==> src/sbo_pkg.sv <==
// shared constants and types for the store buffer and ordering block
package sbo_pkg;
   localparam int ADDR_W = 32;
   localparam int DATA_W = 32;
   // write buffer depth, its pointer width and the width of its fill level
   localparam int WB_DEPTH = 4;
   localparam int PTR_W = 2;
   localparam int LVL_W = 3;
   localparam logic [LVL_W-1:0] LVL_FULL = 3'h4;
   localparam logic [LVL_W-1:0] LVL_LAST = 3'h3;
   // word granular matching: the low address bits select bytes
   localparam int WORD_LSB = 2;
   // reset values
   localparam logic [ADDR_W-1:0] ADDR_RST = 32'h0000_0000;
   localparam logic [DATA_W-1:0] DATA_RST = 32'h0000_0000;
   localparam logic [PTR_W-1:0] PTR_RST = 2'h0;
   localparam logic [LVL_W-1:0] LVL_RST = 3'h0;

   // core request codes
   typedef enum logic [2:0] {
      op_load = 3'b000,
      op_store = 3'b001,
      op_io_rd = 3'b010,
      op_io_wr = 3'b011,
      op_serialize = 3'b100,
      op_lock_rmw = 3'b101,
      op_int_ack = 3'b110
   } req_op_t;

   typedef enum logic [3:0] {
      st_idle = 4'b0000,
      st_rd = 4'b0001,
      st_wb = 4'b0010,
      st_flush = 4'b0011,
      st_io_wr = 4'b0100,
      st_lk_rd = 4'b0101,
      st_lk_wr = 4'b0110,
      st_cache = 4'b0111
   } ctl_state_t;
endpackage

==> src/wbuf_if.sv <==
// carrier between the ordering control and its write buffer
`timescale 1ns/1ps
interface wbuf_if;
   logic push;
   logic [sbo_pkg::ADDR_W-1:0] push_addr;
   logic [sbo_pkg::DATA_W-1:0] push_data;
   logic pop;
   logic [sbo_pkg::ADDR_W-1:0] head_addr;
   logic [sbo_pkg::DATA_W-1:0] head_data;
   logic empty;
   logic [sbo_pkg::LVL_W-1:0] level;
   logic [sbo_pkg::ADDR_W-1:0] look_addr;
   logic fwd_hit;
   logic [sbo_pkg::DATA_W-1:0] fwd_data;

   modport ctl (
      output push, push_addr, push_data, pop, look_addr,
      input head_addr, head_data, empty, level, fwd_hit, fwd_data
   );
   modport buf_side (
      input push, push_addr, push_data, pop, look_addr,
      output head_addr, head_data, empty, level, fwd_hit, fwd_data
   );
endinterface

==> src/store_fifo.sv <==
// in-order write buffer with store-to-load forwarding lookup
`timescale 1ns/1ps
module store_fifo (
   input wire logic clk,
   input wire logic rst_n,
   wbuf_if.buf_side wb
);
   logic [sbo_pkg::ADDR_W-1:0] addr_mem [sbo_pkg::WB_DEPTH];
   logic [sbo_pkg::DATA_W-1:0] data_mem [sbo_pkg::WB_DEPTH];
   logic [sbo_pkg::PTR_W-1:0] wr_ptr_r, wr_ptr_nxt;
   logic [sbo_pkg::PTR_W-1:0] rd_ptr_r, rd_ptr_nxt;
   logic [sbo_pkg::LVL_W-1:0] level_r, level_nxt;
   logic [sbo_pkg::PTR_W-1:0] idx;

   assign wb.head_addr = addr_mem[rd_ptr_r];
   assign wb.head_data = data_mem[rd_ptr_r];
   assign wb.empty = (level_r == sbo_pkg::LVL_RST);
   assign wb.level = level_r;

   // fifo order: entries leave only from the oldest slot
   always_comb begin
      wr_ptr_nxt = wr_ptr_r;
      rd_ptr_nxt = rd_ptr_r;
      level_nxt = level_r;
      if (wb.push && level_r != sbo_pkg::LVL_FULL) begin
         wr_ptr_nxt = wr_ptr_r + 2'h1;
         level_nxt = level_nxt + 3'h1;
      end
      if (wb.pop && !wb.empty) begin
         rd_ptr_nxt = rd_ptr_r + 2'h1;
         level_nxt = level_nxt - 3'h1;
      end
   end

   // youngest match: later entries overwrite the earlier hit
   always_comb begin
      wb.fwd_hit = 1'b0;
      wb.fwd_data = sbo_pkg::DATA_RST;
      idx = rd_ptr_r;
      for (int i = 0; i < sbo_pkg::WB_DEPTH; i++) begin
         idx = rd_ptr_r + i[sbo_pkg::PTR_W-1:0];
         if (i < int'(level_r) && addr_mem[idx][sbo_pkg::ADDR_W-1:sbo_pkg::WORD_LSB] ==
             wb.look_addr[sbo_pkg::ADDR_W-1:sbo_pkg::WORD_LSB]) begin
            wb.fwd_hit = 1'b1;
            wb.fwd_data = data_mem[idx];
         end
      end
   end

   always_ff @(posedge clk) begin
      if (!rst_n) begin
         wr_ptr_r <= sbo_pkg::PTR_RST;
         rd_ptr_r <= sbo_pkg::PTR_RST;
         level_r <= sbo_pkg::LVL_RST;
      end else begin
         wr_ptr_r <= wr_ptr_nxt;
         rd_ptr_r <= rd_ptr_nxt;
         level_r <= level_nxt;
      end
   end

   // storage needs no reset: the fill level masks stale slots
   always_ff @(posedge clk) begin
      if (wb.push && level_r != sbo_pkg::LVL_FULL) begin
         addr_mem[wr_ptr_r] <= wb.push_addr;
         data_mem[wr_ptr_r] <= wb.push_data;
      end
   end
endmodule // store_fifo

==> src/store_buffer_ordering_lock.sv <==
// write buffer, load/store ordering and locked read-modify-write control
`timescale 1ns/1ps
// Function
// - buffered stores drain to memory strictly oldest first.
// - only memory stores are buffered; I/O writes go straight to the bus.
// - a memory store retires at once, before its bus write completes.
// - port output and serializing ops wait until all buffered stores complete.
// - memory reads issue one at a time, in request order, none speculatively.
// - a read may reach the bus ahead of older buffered stores.
// - locked access inside one line updates the cache only, no bus lock.
// - locked access across two lines holds bus lock over the whole sequence.
// - lock covers at least the destination bytes, possibly more.
// - lock accepted at any privilege, no privilege comparison or fault.
// - bus lock stays low during interrupt acknowledge and vector fetch.
module store_buffer_ordering_lock (
   input wire logic clk,
   input wire logic rst_n,
   input wire logic req_valid,
   input wire sbo_pkg::req_op_t req_op,
   input wire logic [sbo_pkg::ADDR_W-1:0] req_addr,
   input wire logic [sbo_pkg::DATA_W-1:0] req_wdata,
   input wire logic req_split,
   output logic req_ready,
   output logic rsp_valid,
   output logic [sbo_pkg::DATA_W-1:0] rsp_rdata,
   output logic bus_req,
   output logic bus_write,
   output logic bus_io,
   output logic bus_lock,
   output logic bus_inta,
   output logic [sbo_pkg::ADDR_W-1:0] bus_addr,
   output logic [sbo_pkg::DATA_W-1:0] bus_wdata,
   input wire logic bus_ack,
   input wire logic [sbo_pkg::DATA_W-1:0] bus_rdata,
   output logic cache_req,
   output logic [sbo_pkg::ADDR_W-1:0] cache_addr,
   output logic [sbo_pkg::DATA_W-1:0] cache_wdata,
   input wire logic cache_ack,
   input wire logic [sbo_pkg::DATA_W-1:0] cache_rdata
);
   wbuf_if wb ();

   sbo_pkg::ctl_state_t state_r, state_nxt;
   sbo_pkg::req_op_t op_r, op_nxt;
   logic [sbo_pkg::ADDR_W-1:0] addr_r, addr_nxt;
   logic [sbo_pkg::DATA_W-1:0] wdata_r, wdata_nxt;
   logic split_r, split_nxt;
   logic flushing_r, flushing_nxt;
   logic ready_r, ready_nxt;
   logic rsp_valid_r, rsp_valid_nxt;
   logic [sbo_pkg::DATA_W-1:0] rsp_data_r, rsp_data_nxt;
   logic bus_req_r, bus_req_nxt;
   logic bus_write_r, bus_write_nxt;
   logic bus_io_r, bus_io_nxt;
   logic bus_lock_r, bus_lock_nxt;
   logic bus_inta_r, bus_inta_nxt;
   logic [sbo_pkg::ADDR_W-1:0] bus_addr_r, bus_addr_nxt;
   logic [sbo_pkg::DATA_W-1:0] bus_wdata_r, bus_wdata_nxt;
   logic cache_req_r, cache_req_nxt;
   logic [sbo_pkg::ADDR_W-1:0] cache_addr_r, cache_addr_nxt;
   logic [sbo_pkg::DATA_W-1:0] cache_wdata_r, cache_wdata_nxt;
   logic accept;

   store_fifo u_fifo (
      .clk(clk),
      .rst_n(rst_n),
      .wb(wb)
   );

   assign req_ready = ready_r;
   assign rsp_valid = rsp_valid_r;
   assign rsp_rdata = rsp_data_r;
   assign bus_req = bus_req_r;
   assign bus_write = bus_write_r;
   assign bus_io = bus_io_r;
   assign bus_lock = bus_lock_r;
   assign bus_inta = bus_inta_r;
   assign bus_addr = bus_addr_r;
   assign bus_wdata = bus_wdata_r;
   assign cache_req = cache_req_r;
   assign cache_addr = cache_addr_r;
   assign cache_wdata = cache_wdata_r;

   assign accept = req_valid && ready_r && state_r == sbo_pkg::st_idle;

   always_comb begin
      state_nxt = state_r;
      op_nxt = op_r;
      addr_nxt = addr_r;
      wdata_nxt = wdata_r;
      split_nxt = split_r;
      flushing_nxt = flushing_r;
      ready_nxt = ready_r;
      rsp_valid_nxt = 1'b0;
      rsp_data_nxt = rsp_data_r;
      bus_req_nxt = bus_req_r;
      bus_write_nxt = bus_write_r;
      bus_io_nxt = bus_io_r;
      bus_lock_nxt = bus_lock_r;
      bus_inta_nxt = bus_inta_r;
      bus_addr_nxt = bus_addr_r;
      bus_wdata_nxt = bus_wdata_r;
      cache_req_nxt = cache_req_r;
      cache_addr_nxt = cache_addr_r;
      cache_wdata_nxt = cache_wdata_r;
      wb.push = 1'b0;
      wb.pop = 1'b0;
      wb.push_addr = req_addr;
      wb.push_data = req_wdata;
      wb.look_addr = req_addr;
      unique case (state_r)
         sbo_pkg::st_idle: begin
            if (accept) begin
               op_nxt = req_op;
               addr_nxt = req_addr;
               wdata_nxt = req_wdata;
               split_nxt = req_split;
               ready_nxt = 1'b0;
               unique case (req_op)
                  sbo_pkg::op_store: begin
                     // store retires: queued, core keeps going
                     wb.push = 1'b1;
                     ready_nxt = (wb.level < sbo_pkg::LVL_LAST);
                  end
                  sbo_pkg::op_load: begin
                     // own store seen: answered from the buffer
                     if (wb.fwd_hit) begin
                        rsp_valid_nxt = 1'b1;
                        rsp_data_nxt = wb.fwd_data;
                        ready_nxt = 1'b1;
                     end else begin
                        // read passes stores: buffered writes stay queued
                        state_nxt = sbo_pkg::st_rd;
                        bus_req_nxt = 1'b1;
                        bus_write_nxt = 1'b0;
                        bus_io_nxt = 1'b0;
                        bus_addr_nxt = req_addr;
                     end
                  end
                  sbo_pkg::op_io_rd: begin
                     state_nxt = sbo_pkg::st_rd;
                     bus_req_nxt = 1'b1;
                     bus_write_nxt = 1'b0;
                     bus_io_nxt = 1'b1;
                     bus_addr_nxt = req_addr;
                  end
                  sbo_pkg::op_int_ack: begin
                     // no lock: vector fetch runs unlocked
                     state_nxt = sbo_pkg::st_rd;
                     bus_req_nxt = 1'b1;
                     bus_write_nxt = 1'b0;
                     bus_io_nxt = 1'b0;
                     bus_lock_nxt = 1'b0;
                     bus_inta_nxt = 1'b1;
                     bus_addr_nxt = req_addr;
                  end
                  // no privilege check: locked ops taken unconditionally
                  default: begin
                     // drain first: output, serializing and locked ops
                     state_nxt = sbo_pkg::st_flush;
                     flushing_nxt = 1'b1;
                  end
               endcase
            end else if (!wb.empty) begin
               // oldest first: only the head entry goes out
               state_nxt = sbo_pkg::st_wb;
               ready_nxt = 1'b0;
               bus_req_nxt = 1'b1;
               bus_write_nxt = 1'b1;
               bus_io_nxt = 1'b0;
               bus_addr_nxt = wb.head_addr;
               bus_wdata_nxt = wb.head_data;
            end
         end
         sbo_pkg::st_rd: begin
            // reads complete alone, no read ordering is tracked
            if (bus_ack) begin
               state_nxt = sbo_pkg::st_idle;
               bus_req_nxt = 1'b0;
               bus_io_nxt = 1'b0;
               bus_inta_nxt = 1'b0;
               rsp_valid_nxt = 1'b1;
               rsp_data_nxt = bus_rdata;
               ready_nxt = (wb.level < sbo_pkg::LVL_FULL);
            end
         end
         sbo_pkg::st_wb: begin
            // pop on ack: entry leaves only once the write is done
            if (bus_ack) begin
               wb.pop = 1'b1;
               bus_req_nxt = 1'b0;
               bus_write_nxt = 1'b0;
               state_nxt = flushing_r ? sbo_pkg::st_flush : sbo_pkg::st_idle;
               ready_nxt = !flushing_r;
            end
         end
         sbo_pkg::st_flush: begin
            if (!wb.empty) begin
               state_nxt = sbo_pkg::st_wb;
               bus_req_nxt = 1'b1;
               bus_write_nxt = 1'b1;
               bus_io_nxt = 1'b0;
               bus_addr_nxt = wb.head_addr;
               bus_wdata_nxt = wb.head_data;
            end else begin
               flushing_nxt = 1'b0;
               unique case (op_r)
                  sbo_pkg::op_io_wr: begin
                     // io bypass: issued directly, never queued
                     state_nxt = sbo_pkg::st_io_wr;
                     bus_req_nxt = 1'b1;
                     bus_write_nxt = 1'b1;
                     bus_io_nxt = 1'b1;
                     bus_addr_nxt = addr_r;
                     bus_wdata_nxt = wdata_r;
                  end
                  sbo_pkg::op_lock_rmw: begin
                     if (split_r) begin
                        // split locked: lock raised with the first read
                        // lock extent: whole bus held, more than the operand
                        state_nxt = sbo_pkg::st_lk_rd;
                        bus_req_nxt = 1'b1;
                        bus_write_nxt = 1'b0;
                        bus_io_nxt = 1'b0;
                        bus_lock_nxt = 1'b1;
                        bus_addr_nxt = addr_r;
                     end else begin
                        // cache only: no bus cycle, no lock
                        state_nxt = sbo_pkg::st_cache;
                        cache_req_nxt = 1'b1;
                        cache_addr_nxt = addr_r;
                        cache_wdata_nxt = wdata_r;
                     end
                  end
                  default: begin
                     // sync done: buffer empty, next op may proceed
                     state_nxt = sbo_pkg::st_idle;
                     rsp_valid_nxt = 1'b1;
                     ready_nxt = 1'b1;
                  end
               endcase
            end
         end
         sbo_pkg::st_io_wr: begin
            // output completes before the core is released
            if (bus_ack) begin
               state_nxt = sbo_pkg::st_idle;
               bus_req_nxt = 1'b0;
               bus_write_nxt = 1'b0;
               bus_io_nxt = 1'b0;
               rsp_valid_nxt = 1'b1;
               ready_nxt = 1'b1;
            end
         end
         sbo_pkg::st_lk_rd: begin
            // lock held: read turns straight into the write
            if (bus_ack) begin
               state_nxt = sbo_pkg::st_lk_wr;
               rsp_data_nxt = bus_rdata;
               bus_write_nxt = 1'b1;
               bus_wdata_nxt = wdata_r;
            end
         end
         sbo_pkg::st_lk_wr: begin
            // lock release: only after the final write is acked
            if (bus_ack) begin
               state_nxt = sbo_pkg::st_idle;
               bus_req_nxt = 1'b0;
               bus_write_nxt = 1'b0;
               bus_lock_nxt = 1'b0;
               rsp_valid_nxt = 1'b1;
               ready_nxt = 1'b1;
            end
         end
         sbo_pkg::st_cache: begin
            if (cache_ack) begin
               state_nxt = sbo_pkg::st_idle;
               cache_req_nxt = 1'b0;
               rsp_valid_nxt = 1'b1;
               rsp_data_nxt = cache_rdata;
               ready_nxt = 1'b1;
            end
         end
         default: begin
            state_nxt = sbo_pkg::st_idle;
            ready_nxt = 1'b1;
            bus_req_nxt = 1'b0;
            bus_lock_nxt = 1'b0;
            cache_req_nxt = 1'b0;
         end
      endcase
   end

   // one register stage for all control; outputs come only from here
   always_ff @(posedge clk) begin
      if (!rst_n) begin
         state_r <= sbo_pkg::st_idle;
         op_r <= sbo_pkg::op_load;
         addr_r <= sbo_pkg::ADDR_RST;
         wdata_r <= sbo_pkg::DATA_RST;
         split_r <= 1'b0;
         flushing_r <= 1'b0;
         ready_r <= 1'b1;
         rsp_valid_r <= 1'b0;
         rsp_data_r <= sbo_pkg::DATA_RST;
         bus_req_r <= 1'b0;
         bus_write_r <= 1'b0;
         bus_io_r <= 1'b0;
         bus_lock_r <= 1'b0;
         bus_inta_r <= 1'b0;
         bus_addr_r <= sbo_pkg::ADDR_RST;
         bus_wdata_r <= sbo_pkg::DATA_RST;
         cache_req_r <= 1'b0;
         cache_addr_r <= sbo_pkg::ADDR_RST;
         cache_wdata_r <= sbo_pkg::DATA_RST;
      end else begin
         state_r <= state_nxt;
         op_r <= op_nxt;
         addr_r <= addr_nxt;
         wdata_r <= wdata_nxt;
         split_r <= split_nxt;
         flushing_r <= flushing_nxt;
         ready_r <= ready_nxt;
         rsp_valid_r <= rsp_valid_nxt;
         rsp_data_r <= rsp_data_nxt;
         bus_req_r <= bus_req_nxt;
         bus_write_r <= bus_write_nxt;
         bus_io_r <= bus_io_nxt;
         bus_lock_r <= bus_lock_nxt;
         bus_inta_r <= bus_inta_nxt;
         bus_addr_r <= bus_addr_nxt;
         bus_wdata_r <= bus_wdata_nxt;
         cache_req_r <= cache_req_nxt;
         cache_addr_r <= cache_addr_nxt;
         cache_wdata_r <= cache_wdata_nxt;
      end
   end
endmodule // store_buffer_ordering_lock

==> config.mk <==
export PLATFORM = sky130hd
export DESIGN_NAME = store_buffer_ordering_lock
export DESIGN_NICKNAME = d
export VERILOG_FILES = /design/src/sbo_pkg.sv /design/src/wbuf_if.sv /design/src/store_fifo.sv /design/src/store_buffer_ordering_lock.sv
export SDC_FILE = /design/constraint.sdc
export NUM_CORES = 1
export LEC_CHECK = 0
export BUFFER_PORTS_ARGS = -buffer_cell sky130_fd_sc_hd__buf_2
export CORE_MARGIN = 5
export CORE_UTILIZATION = 30
export CTS_BUF_LIST = sky130_fd_sc_hd__clkbuf_16
export DETAILED_ROUTE_END_ITERATION = 16
export GPL_TIMING_DRIVEN = 0
export PLACE_DENSITY = 0.54
export SYNTH_ARGS = -nofsm -noshare
export SYNTH_HDL_FRONTEND = slang
export SYNTH_SLANG_ARGS = --single-unit
==> constraint.sdc <==
create_clock -name clk -period 11.9 [get_ports clk]
set_input_delay 0.595 -clock clk [delete_from_list [all_inputs] [get_ports clk]]
set_output_delay 0.595 -clock clk [all_outputs]
set_load 0.05 [all_outputs]
After elaboration in Yosys (flattened, before gate mapping)
Memories as Yosys holds them, arrays and structs flattened. A register that Yosys moved wholly into a read port is not among the register bits.
Cells that the tools add are included.

storage, ports and cells
  latch bits = 0
  memories kept = 2
  ROM bits = 0
  bits of input ports = 137
  RAM bits = 256
  word-level logic and storage cells = 242
  bits in registers = 248

memory list
  name             depth  bits a word  rd ports  clocked after memory_dff  write ports  line             RTL
  u_fifo.addr_mem  4      32           4         1                         1            store_fifo.sv:8  logic [sbo_pkg::ADDR_W-1:0] addr_mem [sbo_pkg::WB_DEPTH];
  u_fifo.data_mem  4      32           4         1                         1            store_fifo.sv:9  logic [sbo_pkg::DATA_W-1:0] data_mem [sbo_pkg::WB_DEPTH];

cells by class
  equal/unequal tests = 48
  add/subtract/negate cells = 6
  shifts and indexed selects = 0
  divide/modulo/power cells = 0
  multiply operators = 0
  bitwise operators = 5
  muxes and demuxes = 108
  magnitude comparators = 6
  reductions and logical operators = 45

operators by type and width
  kind                                                                     number
  32-bit 2-to-1 mux                                                        19
  32-bit one-hot mux with 2 select lines                                   3
  32-bit one-hot mux with 3 select lines                                   2
  30-bit == test                                                           4
  1-bit 2-to-1 mux                                                         50
  4-bit 2-to-1 mux                                                         7
  7-bit AND reduction                                                      4
  2-bit inequality test, second input constant                             13
  4-bit one-hot mux with 6 select lines                                    1
  2-bit by 1-bit inequality test with 1-bit output, second input constant  10
  4-bit by 3-bit == test with 1-bit output, second input constant          4
  1-bit one-hot mux with 4 select lines                                    4
  8-bit AND reduction                                                      2
  1-bit one-hot mux with 2 select lines                                    7
  2-bit 2-to-1 mux                                                         6
  3-bit inequality test, second input constant                             4
  4-bit inequality test, second input constant                             3
  4-bit one-hot mux with 3 select lines                                    1
  4-bit AND reduction                                                      3
  6-bit AND reduction                                                      2
  2-bit OR reduction                                                       6
  5-bit AND reduction                                                      2
  3-bit 2-to-1 mux                                                         3
  1-bit one-hot mux with 3 select lines                                    3
  other kinds (30)                                                         55

Logic depth before layout (Yosys ltp)
An unclocked memory read counts as a cell.

  depth in word-level cells = 11
  depth in mapped cells = 17
  gate-level depth less buffers = 12

By module
Synthesis repeated with hierarchy kept, for this count alone.

second synthesis, totals
  cell total of the unflattened synthesis = 2542
  area, all modules = 27968.1 um2

by module, submodules not included
  module                      times used  sequential area each (um2)  cells an instance  area each (um2)
  store_fifo                  1           7867.5                      1276               17006.3
  store_buffer_ordering_lock  1           4804.6                      1266               10961.8

Least setup slack after synthesis
Ideal clock, no wire load.

  path type = register to register
  from = reg ready_r, in the netlist req_ready
  to = mem u_fifo.addr_mem[0][0] (netlist name) (enable)
  stages on the path, launching flop included = 8
  library setup time = 0.429 ns
  clock period less this slack = 3.983 ns
  setup slack = 7.917 ns
  arrival time = 3.555 ns
  path through = dfxtp_1 -> nand2_1 -> nor2_1 -> nand3_1 -> nor3_1 -> nand2_1 -> a31oi_1 -> and2_1

on the way
  word-level cells in the longest chain between the ends = 7

ends and longest elaborated chain
  item                                    line                               RTL
  from (decl)                             store_buffer_ordering_lock.sv:49   logic ready_r, ready_nxt;
  from (signal assigned)                  store_buffer_ordering_lock.sv:323  ready_r <= ready_nxt;
  1-bit logical AND (2 in series)         store_buffer_ordering_lock.sv:84   assign accept = req_valid && ready_r && state_r == sbo_pkg::st_idle;
  1-bit 2-to-1 mux                        store_buffer_ordering_lock.sv:113  if (accept) begin
  1-bit 2-to-1 mux                        store_buffer_ordering_lock.sv:111  unique case (state_r)
  1-bit logical AND                       store_fifo.sv:64                   if (wb.push && level_r != sbo_pkg::LVL_FULL) begin
  1-bit 2-to-1 mux                        store_fifo.sv:64
  1-bit 2-to-1 mux (not written as such)  store_fifo.sv:65                   addr_mem[wr_ptr_r] <= wb.push_addr;
  to (decl)                               store_fifo.sv:8

No other way between the ends.

Worst setup path in the final report
  from = reg u_fifo.rd_ptr_r[1] (netlist name)
  to = reg rsp_data_r (netlist bit rsp_rdata[3])

on the way
  word-level cells in the longest chain between the ends = 11
  elaborated cells between the ends (all ways) = 23

ends and longest elaborated chain
  item                                    line                               RTL
  from (decl)                             store_fifo.sv:11                   logic [sbo_pkg::PTR_W-1:0] rd_ptr_r, rd_ptr_nxt;
  from (signal assigned)                  store_fifo.sv:53                   rd_ptr_r <= sbo_pkg::PTR_RST;
  from (signal assigned)                  store_fifo.sv:57                   rd_ptr_r <= rd_ptr_nxt;
  2-bit by 1-bit adder with 2-bit output  store_fifo.sv:41                   idx = rd_ptr_r + i[sbo_pkg::PTR_W-1:0];
  memory read 4 x 32 bit                  -
  30-bit == test                          store_fifo.sv:42                   if (i < int'(level_r) && addr_mem[idx][sbo_pkg::ADDR_W-1:sbo_pkg::WORD_LSB] ==
  1-bit logical AND                       store_fifo.sv:42
  32-bit 2-to-1 mux (3 in series)         store_fifo.sv:42
  32-bit 2-to-1 mux                       store_buffer_ordering_lock.sv:127  if (wb.fwd_hit) begin
  32-bit 2-to-1 mux                       store_buffer_ordering_lock.sv:119  unique case (req_op)
  32-bit 2-to-1 mux                       store_buffer_ordering_lock.sv:113
  32-bit one-hot mux with 3 select lines  store_buffer_ordering_lock.sv:111
  to (signal assigned)                    store_buffer_ordering_lock.sv:305  rsp_data_r <= sbo_pkg::DATA_RST;
  to (signal assigned)                    store_buffer_ordering_lock.sv:325  rsp_data_r <= rsp_data_nxt;
  to (decl)                               store_buffer_ordering_lock.sv:51   logic [sbo_pkg::DATA_W-1:0] rsp_data_r, rsp_data_nxt;

Several ways; a longest one is shown, not always the timed one. The select of a mux whose other input is x is not followed.
A chain may end at the register's enable or synchronous reset.

==> metrics.md <==
| Metric | Value |
|---|---|
| Fin Clk Skew | 0.0222 ns |
| Number of global-route vias before repair | 21,900 |
| DRC Markers | 0 |
| Cell Int Power | 3.42 mW |
| DR iter-0 viols | 2,592 |
| CTS tree | built |
| Min-delay worst type | in2reg |
| Final hold vios | 0 |
| Worst path cell trace | buf_2 -> buf_2 -> buf_2 -> buf_4 -> buf_2 -> o21ai_0 -> o21ai_1 -> nand4_1 -> nor4b_1 -> a22oi_1 -> a21oi_2 -> or2_1 -> buf_4 -> buf_6 -> a31oi_2 |
| Post-synth top flop | edfxtp_1 |
| Asr flop ratio synth | 0% |
| WP data arrival | 5.57 ns |
| Hold_buf cts | 0 |
| I/O Buffers | 302 |
| First-pass GRT wire length | 159,000 um |
| Final core utilization | 35.6% |
| Core area | 92,900 um2 |
| Max VDD drop | 0.213 mV |
| Worst-margin pin slew | 1.34 ns |
| Crit-path slowest cell | a21oi_2 |
| # nets final | 2,995 |
| Syn Nets | 2,628 |
| Die W | 315 um |
| Tcrit/Tclk final | 42.6% |
| Share of cells above drive strength 1 | 26.0% |
| Clk pwr share | 32.6% |
| Min Tclk post-route | 5.07 ns |
| Detail Route Antenna Nets | 0 |
| Hold Crit Start | req_addr[18] |
| Final setup violation count | 0 |
| Setup TNS | 0 ns |
| Post-synth EDFFs | 256 |
| Outcome | completed |
| CTS Buffer Depth | 3 |
| Setup bufs post-CTS | 0 |
| Worst Setup Path Type | reg2reg |
| Hold slack | 0.189 ns |
| Max transition margin | 10.7% |
| Num ports | 305 |
| Post-synth cell types | 83 |
| Sequential-to-total area share from yosys stat | 45.4% |
| Stages on the worst setup path | 15 |
| Flop2flop setup slack | 6.83 ns |
| Routability cong. | 0.990 |
| Seq cells post-synth | 505 |
| Die area | 99,300 um2 |
| Max FO, Critical Path | 10 |
| Total Wirelength | 113,000 um |
| Sw Ratio | 36.7% |
| Gate power share | 27.9% |
| Synthesized cell area | 27,900 um2 |
| CP endpoint kind | flip-flop |
| CTS Buf Count | 57 |
| Delay-heaviest family, CP | buffers and inverters |
| Max_cap viols | 0 |
| Initial antenna violation count | 20 |
| R2R Path Start | u_fifo.rd_ptr_r[1] |
| Reg2Reg Capture Point | rsp_rdata[3] |
| Via Count | 23,000 |
| Clock root cell | clkbuf_16 |
| Overflow after GRT | 0 |
| Syn avg cell area | 11.2 um2 |
| Avg WL per Cell | 27.1 um |
| Pins Over Slew Limit | 0 |
| Clock sink count | 505 |
| F_max | 197 MHz |
| Critical Path Source | u_fifo.rd_ptr_r[1] |
| Most frequent cells in the layout | nand2_1, buf_2, edfxtp_1, dfxtp_1, mux4_2 |
| Unrepaired setup endpoints after global routing | false |
| Initial core utilization | 30.1% |
| Reg power frac | 39.5% |
| Total Routing Usage GR | 21.7% |
| Worst r2r path cells | 15 |
| Synth warn | 0 |
| Worst Path Required | 12.40 ns |
| CP max stage delay | 0.80 ns |
| Htree depth | 2 |
| Fillcell total | 9,394 |
| CTS resizes | 0 |
| WP buf/inv | 7 |
| Most frequent CP cell | buf_2 |
| Layout area overhead | 18.3% |
| Commonest non-fill, non-tap cell in the layout | nand2_1 |
| CP endpoint | rsp_rdata[3] |
| Die H | 315 um |
| Post-Syn Instances | 2,484 |
| LEAKAGE | 11.2 nW |
| Via density per instance | 5.52 |
| Pin count of the biggest net entering global routing | 39 |
| Hpwl dp | 85,500 um |
| Placed cells | 4,046 |
| TritonRoute pass-1 iters | 6 |
| Final Non-Filler Cells | 4,165 |
| Rows | 112 |
| P per Cell Area | 164 nW/um2 |
| Startpoint types | flip-flop |
| Switching pwr | 1.99 mW |
| Clk_lat worst skew | 0.64 ns |
| Worst-path clk slew | 0.06 ns |
==> metal layers <==
metal  wire length [um]  global-route usage [%]  vias up
met1              46800                    29.5    11500
li1                   -                       -    10100
met5                 54                       0        -
met2              49800                    33.2     1218
met3              11700                    6.26      193
met4               4510                    8.02        8
==> power by group through the flow <==
stage          combinational (mW)  clock, mW  sequential, mW
6_report                     1.51       1.76            2.14
5_1_grt                      1.59       1.87            2.15
4_1_cts                      1.50       1.79            2.13
3_5_place_dp                 1.49          0            2.16
3_3_place_gp                 1.49          0            2.16
2_1_floorplan               0.687          0            2.43
==> worst min path at each step <==
stage / depth (start not counted) / to / slack (ns)
2_1_floorplan: 2 / cache_wdata[0] / 0.44
3_3_place_gp: 2 / cache_addr[31] / 0.44
3_5_place_dp: 2 / cache_wdata[1] / 0.44
4_1_cts: 1 / u_fifo.addr_mem[1][4] / 0.16
5_1_grt: 1 / u_fifo.addr_mem[0][28] / 0.17
6_report: 1 / u_fifo.addr_mem[3][18] / 0.19
==> stage by stage <==
step                instance area (um2)  setup WS, ns  power [mW]
global placement                  31000          5.54        3.65
floorplan                         27900          7.92        3.12
detailed placement                31200          6.98        3.65
CTS                               33000          6.96        5.41
finish                            33000          6.83        5.41
global route                      33000          6.82        5.60
==> cell families (layout without fill, tap and decap cells) <==
group                    count (synthesis)  count (layout)  synth area share (%)
buffers and inverters                  302             718                  4.91
XOR/XNOR                               109             109                  3.42
AND/OR/NAND/NOR                        656             656                  10.3
other                                    0              11                     0
flip-flops                             505             505                  45.4
multiplexers                           363             363                  22.5
AO/OA/AOI/OAI                          542             542                  13.2
adder cells (fa/ha/maj)                  7               7                 0.313
==> synth_stat cells (15+ instances only) <==
cell type / count / share of area, %
nand2_1: 445 / 6.0
mux4_2: 211 / 17
o211ai_1: 37 / 0.99
edfxtp_1: 256 / 28
buf_1: 20 / 0.27
a31oi_2: 30 / 1.3
inv_1: 82 / 1.1
o21ai_0: 47 / 0.84
a31o_2: 25 / 0.78
o21ai_1: 36 / 0.64
xnor2_1: 101 / 3.2
mux2i_1: 141 / 5.1
clkbuf_1: 147 / 2.0
buf_6: 15 / 0.60
nor2_1: 73 / 0.98
nand4_1: 32 / 0.72
a21oi_1: 178 / 3.2
buf_2: 25 / 0.45
o31ai_1: 33 / 0.89
a211oi_1: 33 / 0.89
a22oi_1: 39 / 1.0
nor4_1: 16 / 0.36
dfxtp_1: 249 / 18
==> registers in the layout (all words and copies together) (netlist names), 32 cells and up, named ones only <==
register and flops:
addr_r 32, bus_addr 32, bus_wdata 32, cache_addr 32
cache_wdata 32, rsp_rdata 32, u_fifo.addr_mem 128, u_fifo.data_mem 128
wdata_r 32
==> layout make-up <==
cell class	instances	area (um2)	area share, %
Tap cell	1254	1570	4.75
Multi-Input combinational cell	1677	13900	42.1
Sequential cell	505	12700	38.3
Buffer	218	1060	3.20
Antenna cell	11	27.5	0.0833
Timing Repair Buffer	308	1640	4.95
Inverter	84	315	0.954
Clock inverter	49	380	1.15
Clock buffer	59	1480	4.47
Power figures use the tool's default switching activity.
